--- src/design/command_host_fifo_control_consts.svh ---
`ifndef COMMAND_HOST_FIFO_CONTROL_CONSTS_SVH
`define COMMAND_HOST_FIFO_CONTROL_CONSTS_SVH

`define ADDR_COMMAND      7'h00
`define ADDR_BUS_OWNER    7'h01
`define ADDR_BUF_CONTROL  7'h02
`define ADDR_ALERT_LEVEL  7'h03
`define ADDR_FILL_COUNT   7'h04
`define ADDR_DATA_PORT    7'h05

`define CMD_STANDBY_BIT   7
`define CMD_RADIO_PD_BIT  6
`define CMD_CODE_MSB      4
`define CMD_IDLE          5'h00

`define OWN_UNLOCK_BIT    7
`define OWN_HOST_BIT      6
`define OWN_SECURE_BIT    5
`define OWN_SEL_MSB       3
`define OWN_SEL_LSB       2

`define BCTL_SIZE_BIT     7
`define BCTL_HIGH_BIT     6
`define BCTL_LOW_BIT      5
`define BCTL_FLUSH_BIT    4
`define BCTL_LEVEL8_BIT   2
`define BCTL_COUNT_MSB    1

`define RST_BYTE          8'h00
`define RST_COUNT         10'h000
`define RST_PTR           9'h000

`endif

--- src/design/command_host_fifo_control_pkg.sv ---
package command_host_fifo_control_pkg;

  typedef logic [6:0] reg_addr_t;
  typedef logic [7:0] reg_byte_t;

  typedef enum logic [1:0] {
    sam_if_off = 2'h0,
    sam_if_spi = 2'h1,
    sam_if_low = 2'h2,
    sam_if_std = 2'h3
  } sam_if_t;

endpackage

--- src/design/command_host_fifo_control.sv ---
// Notes on behaviour
// - Command bit 7 written 1 puts the whole device into power-down.
// - Command bit 6 written 1 powers down receiver and transmitter.
// - Command bits 4..0 hold the running command; writing them starts or stops it.
// - While unlock is 1 the grant bits may change; the next write clears unlock.
// - Host grant bit 6 hands the shared bus to the host interface.
// - Secure grant bit 5 hands the shared bus to the secure module interface.
// - Both grant bits are never 1 together.
// - A grant bit takes a 1 only after an earlier unlock write by the host.
// - Select field bits 3..2: 0 off, 1 SPI, 2 low-speed two-wire, 3 two-wire.
// - Capacity bit 7: 1 gives 255 bytes, 0 gives 512 bytes.
// - High alert reads 1 when capacity minus count is at most the level.
// - Low alert reads 1 when the count is at most the level.
// - Flush bit 4 written 1 empties the buffer; it always reads 0.
// - Control bit 2 is level bit 8, used only in 512-byte mode.
// - Control bits 1..0 are count bits 9..8, meaningful in 512-byte mode.
// - Alert level register is a read/write byte, low bits of the threshold.
// - Fill count register reads count bits 7..0 and resets to zero.
// - Data port write adds one to the count; a read subtracts one.
// - Data port accesses leave the address pointer unchanged; others advance it.
`timescale 1ns/1ps
`include "command_host_fifo_control_consts.svh"

module command_host_fifo_control
  import command_host_fifo_control_pkg::*;
#(
  parameter int DEPTH_LARGE = 512,
  parameter int DEPTH_SMALL = 255
) (
  // Clock and reset.
  input  wire logic      ref_clk,
  input  wire logic      sys_rst,
  // Register access from the host interface.
  input  wire logic      ptr_load,
  input  wire reg_addr_t ptr_value,
  input  wire logic      acc_wr,
  input  wire logic      acc_rd,
  input  wire reg_byte_t wr_data,
  output reg_addr_t      cur_addr,
  output reg_byte_t      rd_data,
  output logic           rd_valid,
  // Modem side of the buffer.
  input  wire logic      modem_push,
  input  wire reg_byte_t modem_push_data,
  input  wire logic      modem_pop,
  output reg_byte_t      modem_pop_data,
  output logic           modem_pop_valid,
  // Command engine.
  input  wire logic      cmd_done,
  input  wire logic      wake_up,
  output logic [4:0]     command,
  output logic           command_start,
  output logic           standby,
  output logic           radio_power_down,
  // Bus ownership.
  output logic           host_bus_grant,
  output logic           secure_module_bus_grant,
  output sam_if_t        secure_module_if_select,
  // Buffer status.
  output logic [9:0]     fill_count,
  output logic           high_alert_flag,
  output logic           low_alert_flag
);

  logic [7:0] mem [0:DEPTH_LARGE-1];

  logic       unlock_bit;
  logic       buffer_capacity_select;
  logic       level_bit8;
  reg_byte_t  alert_level;
  logic [8:0] wr_ptr;
  logic [8:0] rd_ptr;

  // Register decode.
  wire acc_any    = acc_wr | acc_rd;
  wire wr_cmd     = acc_wr && cur_addr == `ADDR_COMMAND;
  wire wr_own     = acc_wr && cur_addr == `ADDR_BUS_OWNER;
  wire wr_bctl    = acc_wr && cur_addr == `ADDR_BUF_CONTROL;
  wire wr_level   = acc_wr && cur_addr == `ADDR_ALERT_LEVEL;
  wire wr_port    = acc_wr && cur_addr == `ADDR_DATA_PORT;
  wire rd_port    = !acc_wr && acc_rd && cur_addr == `ADDR_DATA_PORT;
  wire on_port    = cur_addr == `ADDR_DATA_PORT;
  wire flush      = wr_bctl && wr_data[`BCTL_FLUSH_BIT];

  // Capacity and occupancy.
  wire [9:0] capacity   = buffer_capacity_select ? 10'(DEPTH_SMALL) : 10'(DEPTH_LARGE);
  wire [8:0] last_slot  = 9'(capacity - 10'h001);
  wire       buf_full   = fill_count >= capacity;
  wire       buf_empty  = fill_count == `RST_COUNT;
  wire       push_host  = wr_port && !buf_full;
  wire       push_modem = modem_push && !wr_port && !buf_full;
  wire       do_push    = !flush && (push_host || push_modem);
  wire       pop_host   = rd_port && !buf_empty;
  wire       pop_modem  = modem_pop && !rd_port && !buf_empty;
  wire       do_pop     = !flush && (pop_host || pop_modem);
  wire [7:0] push_byte  = wr_port ? wr_data : modem_push_data;
  wire [7:0] head_byte  = mem[rd_ptr];
  wire [8:0] wr_ptr_inc = (wr_ptr >= last_slot) ? `RST_PTR : wr_ptr + 9'h001;
  wire [8:0] rd_ptr_inc = (rd_ptr >= last_slot) ? `RST_PTR : rd_ptr + 9'h001;

  wire [9:0] next_fill_count = flush ? `RST_COUNT :
                               fill_count + {9'h000, do_push} - {9'h000, do_pop};

  // Threshold: level bit 8 only counts in 512-byte mode.
  wire [9:0] threshold = {1'b0, level_bit8 & ~buffer_capacity_select, alert_level};
  wire [9:0] room      = capacity - fill_count;
  wire       next_high = room <= threshold;
  wire       next_low  = fill_count <= threshold;

  // Ownership write: grants move only while unlocked and never both set.
  wire       own_grant_ok    = wr_own && unlock_bit &&
                               !(wr_data[`OWN_HOST_BIT] && wr_data[`OWN_SECURE_BIT]);
  wire [4:0] next_command    = wr_cmd ? wr_data[`CMD_CODE_MSB:0] :
                               (cmd_done ? `CMD_IDLE : command);

  // Read multiplexer; reserved bits and unmapped addresses read zero.
  wire [7:0] rd_cmd  = {standby, radio_power_down, 1'b0, command};
  wire [7:0] rd_own  = {unlock_bit, host_bus_grant, secure_module_bus_grant, 1'b0,
                        secure_module_if_select, 2'h0};
  wire [7:0] rd_bctl = {buffer_capacity_select, high_alert_flag, low_alert_flag, 1'b0,
                        1'b0, level_bit8, fill_count[9:8]};
  wire [7:0] rd_mux  = (cur_addr == `ADDR_COMMAND)     ? rd_cmd :
                       (cur_addr == `ADDR_BUS_OWNER)   ? rd_own :
                       (cur_addr == `ADDR_BUF_CONTROL) ? rd_bctl :
                       (cur_addr == `ADDR_ALERT_LEVEL) ? alert_level :
                       (cur_addr == `ADDR_FILL_COUNT)  ? fill_count[7:0] :
                       (on_port && !buf_empty)         ? head_byte : `RST_BYTE;

  wire [6:0] next_addr = ptr_load ? ptr_value :
                         (acc_any && !on_port) ? cur_addr + 7'h01 : cur_addr;

  always_ff @(posedge ref_clk) begin
    if (sys_rst) begin
      cur_addr <= `ADDR_COMMAND;
      rd_data  <= `RST_BYTE;
      rd_valid <= 1'b0;
    end else begin
      cur_addr <= next_addr;
      rd_data  <= (acc_rd && !acc_wr) ? rd_mux : rd_data;
      rd_valid <= acc_rd && !acc_wr;
    end
  end

  // Command register.
  always_ff @(posedge ref_clk) begin
    if (sys_rst) begin
      standby          <= 1'b0;
      radio_power_down <= 1'b0;
      command          <= `CMD_IDLE;
      command_start    <= 1'b0;
    end else begin
      standby          <= wr_cmd ? wr_data[`CMD_STANDBY_BIT] : (standby & ~wake_up);
      radio_power_down <= wr_cmd ? wr_data[`CMD_RADIO_PD_BIT] : radio_power_down;
      command          <= next_command;
      command_start    <= wr_cmd;
    end
  end

  // Bus ownership register.
  always_ff @(posedge ref_clk) begin
    if (sys_rst) begin
      unlock_bit              <= 1'b0;
      host_bus_grant          <= 1'b0;
      secure_module_bus_grant <= 1'b0;
      secure_module_if_select <= sam_if_off;
    end else begin
      if (wr_own) begin
        unlock_bit              <= unlock_bit ? 1'b0 : wr_data[`OWN_UNLOCK_BIT];
        secure_module_if_select <= sam_if_t'(wr_data[`OWN_SEL_MSB:`OWN_SEL_LSB]);
      end
      if (own_grant_ok) begin
        host_bus_grant          <= wr_data[`OWN_HOST_BIT];
        secure_module_bus_grant <= wr_data[`OWN_SECURE_BIT];
      end
    end
  end

  // Buffer configuration and occupancy.
  always_ff @(posedge ref_clk) begin
    if (sys_rst) begin
      buffer_capacity_select <= 1'b0;
      level_bit8             <= 1'b0;
      alert_level            <= `RST_BYTE;
      fill_count             <= `RST_COUNT;
      wr_ptr                 <= `RST_PTR;
      rd_ptr                 <= `RST_PTR;
      high_alert_flag        <= 1'b0;
      low_alert_flag         <= 1'b1;
    end else begin
      if (wr_bctl) begin
        buffer_capacity_select <= wr_data[`BCTL_SIZE_BIT];
        level_bit8             <= wr_data[`BCTL_LEVEL8_BIT];
      end
      alert_level     <= wr_level ? wr_data : alert_level;
      fill_count      <= next_fill_count;
      wr_ptr          <= flush ? `RST_PTR : (do_push ? wr_ptr_inc : wr_ptr);
      rd_ptr          <= flush ? `RST_PTR : (do_pop ? rd_ptr_inc : rd_ptr);
      high_alert_flag <= next_high;
      low_alert_flag  <= next_low;
    end
  end

  always_ff @(posedge ref_clk) begin
    if (do_push) begin
      mem[wr_ptr] <= push_byte;
    end
  end

  always_ff @(posedge ref_clk) begin
    if (sys_rst) begin
      modem_pop_data  <= `RST_BYTE;
      modem_pop_valid <= 1'b0;
    end else begin
      modem_pop_data  <= (do_pop && pop_modem) ? head_byte : modem_pop_data;
      modem_pop_valid <= do_pop && pop_modem;
    end
  end
endmodule

--- config.mk ---
export PLATFORM = sky130hd
export DESIGN_NAME = command_host_fifo_control
export DESIGN_NICKNAME = d
export VERILOG_FILES = /design/src/design/command_host_fifo_control_pkg.sv /design/src/design/command_host_fifo_control.sv
export VERILOG_INCLUDE_DIRS = /design/src /design/src/design
export SDC_FILE = /design/constraint.sdc
export NUM_CORES = 2
export LEC_CHECK = 0
export BUFFER_PORTS_ARGS = -buffer_cell sky130_fd_sc_hd__buf_2
export CAP_MARGIN = 25
export CORE_MARGIN = 2
export CORE_UTILIZATION = 55
export CTS_CLUSTER_DIAMETER = 200
export DETAILED_ROUTE_END_ITERATION = 10
export PLACE_DENSITY = 0.76
export SETUP_SLACK_MARGIN = 0.5
export SLEW_MARGIN = 20
export SYNTH_ARGS = -nofsm -noshare
export SYNTH_HDL_FRONTEND = slang
export SYNTH_SLANG_ARGS = --single-unit
--- constraint.sdc ---
create_clock -name ref_clk -period 6.85 [get_ports ref_clk]
set_input_delay 0.3425 -clock ref_clk [delete_from_list [all_inputs] [get_ports ref_clk]]
set_output_delay 0.3425 -clock ref_clk [all_outputs]
set_load 0.1 [all_outputs]
==> run metrics <==
status=finished, final reports clean; Synth Cell Area=0.164 mm^2; Final Hold Viols=0; pin count of the biggest net entering global routing=~200; post-synthesis register bit count=around 4,200; layout cell share with drive strength beyond 1=0.233; min cycle time layout=approximately 5400 ps; GR Overflow Total=0; Residual DRC=0; RSZ-0062 raised after global routing=false; Initial Util=0.552; Non-Filler Instances=about 12,000; Fill cells=19,260; Synth async-reset ratio=0; Mapped Cells=a little under 8,000; worst-case vdd ir drop=between 0.2 and 0.25 mV; critical path capture point type=flop; routability cong.=between 0.9 and 1; Min-Delay Startpoint=wr_data[1]; CTS root buffer=clkbuf_16; placed wire-length estimate=roughly 280,000 um; Die Area=0.302 mm^2; Final ANT Viol Nets=0; die width=about 550 um; Syn Area/Cell=20.9 um^2; Mapped Nets=about 7,900; Maximum Capacitance Violations=0; top area cells in the synthesized netlist=edfxtp_1, mux4_2, nor2_1; area share of the largest cell type after synthesis=0.752; CTS resizes=0; EDFF count, synth=~4,100; Nets=~8,200; Placed Cells=11,580; worst setup path class=reg2reg; total global-route track usage=0.306; most frequent cell after synthesis=edfxtp_1; first-pass GRT wire length=approximately 650,000 um; TritonCTS buffer count=about 400; drt first-iter violations=~15,000; DR vias/cell=7.02; Setup Skew=76.1 ps; Synth Flop Type=edfxtp_1; core area=between 0.2 and 0.3 mm^2; Area growth, synth to finish=11.1%; post-synth cell types=just under 90; vias=between 80,000 and 90,000; Worst Path Required=7750 ps; CTS tree=built; Setup Buffers After CTS=0; initial antenna violation count=20; Tot Pwr=roughly 56,000 uW; Tcrit/Tclk final=0.788; vias in the first global route=85,078; Seq/Total Area, Yosys=0.763; CP startpoint kind=flop; final WL=between 400,000 and 500,000 um; Warnings, synthesis=0; # setup viols final=0; First-pass DRT Iterations=7; Buffers on Ports=80; Worst Tran Pin Value=1340 ps; FMAX=around 190 MHz; Crit Path Max Fanout=49; pwr dens=~310 mW/mm^2; Clk Latency, worst-skew pair=960 ps; Static Leak=0.0549 uW; Clock Path Buffers=4; Max Slew Vio Count=0; slew margin rel.=0.108; Clk pin slew, worst setup/hold paths=about 70 ps; Critical Path AT=6300 ps; die height=549 um; area leader, netlist=edfxtp_1; IO Count=81; CTS Sinks=~4,200; TNS Setup=0 ps; wire per inst=between 30 and 40 um; Post-synth top cells=edfxtp_1, mux4_2, nor2_1; worst min-delay path class=in2reg; # H-tree levels=5; # rows=200
power by group:
part,internal (uW),switching (uW),total [uW]
Clock,12700,9630,22300
Sequential,28200,131,28300
Combinational,2120,3610,5730
Total,43000,13400,56400
per-layer routing:
layer,vias up,wire [um],track usage
met5,-,104,0.000475
met4,18,27800,0.149
met3,1446,71300,0.0989
met2,7750,208000,0.455
met1,44479,155000,0.412
li1,33063,-,-
cell usage in the layout (no fill, tap or decap), types with 28 or more instances in the layout:
cell,count
dlygate4sd3_1,36
nand4_1,28
mux4_2,999
clkinv_1,80
a221oi_1,29
mux2i_1,150
buf_4,157
nor2_1,652
ha_1,54
nand3_1,68
o22ai_1,178
edfxtp_1,4096
clkinv_2,78
a22oi_1,64
inv_1,46
nor3_1,39
o21ai_0,78
clkbuf_16,404
buf_2,82
buf_12,42
clkbuf_1,59
a21oi_1,107
dfxtp_1,81
bufinv_16,49
nand2_1,214
metrics by stage:
stage	worst slack, ps	hold slack, ps	instance area [um^2]	util
3_5_place_dp	1870	453	168000	0.568
4_1_cts	1840	206	182000	0.613
5_1_grt	1390	269	182000	0.613
2_1_floorplan	540	436	164000	-
3_3_place_gp	1490	448	168000	0.567
6_report	1450	250	182000	0.613
worst max-delay path: stages (launching register included):
cell and delay (ps):
dfxtp_4 810, buf_4 610, buf_4 730, mux4_2 380, nor2_1 50, nor2_1 400
o221ai_1 210, a211oi_1 760, nor3_1 130, nor4_2 730, buf_4 250, a311o_1 150
registers in the layout, indices dropped and copies added (netlist names), 2 cells and up, named ones only:
name                     cells
cur_addr                     7
alert_level                  8
secure_module_if_select      2
wr_ptr                       9
command                      5
mem                       4096
rd_data                      8
modem_pop_data               8
fill_count                  10
rd_ptr                       9
logic make-up after synthesis:
kind of cell,count (synthesis),share of synthesized area
xor gates and xnor gates,31,0.00166
muxes,1192,0.152
DFF,4183,0.763
and+or+nand+nor,1162,0.0307
AOI/OAI and AO/OA,686,0.0284
adders and majority gates,56,0.00438
buffers and inverters,518,0.0203
layout make-up:
type | count | area (um^2) | area share
diodes | 18 | 45.0 | 0.000248
clock buffers | 466 | 10400 | 0.0570
clock inverters | 252 | 2670 | 0.0147
inverters | 50 | 196 | 0.00108
multi-input cells | 3127 | 35900 | 0.197
flip-flops and latches | 4183 | 125000 | 0.687
well taps | 3939 | 4930 | 0.0271
repair buffers | 321 | 2870 | 0.0158
worst paths after layout:
path	end	slack, ps	depth (start not counted)
setup / recovery	rd_data[6]	1450	11
hold / removal	alert_level[1]	250	4
setup reg to reg	rd_data[6]	1450	11
hold reg to reg	alert_level[1]	460	2
timing repair:
action                                 4_1_cts  5_1_grt
endpoints found under the hold margin       37        0
setup endpoints to repair                    0        0
hold buffers                                36        0
(Power assumes the default switching activity.)
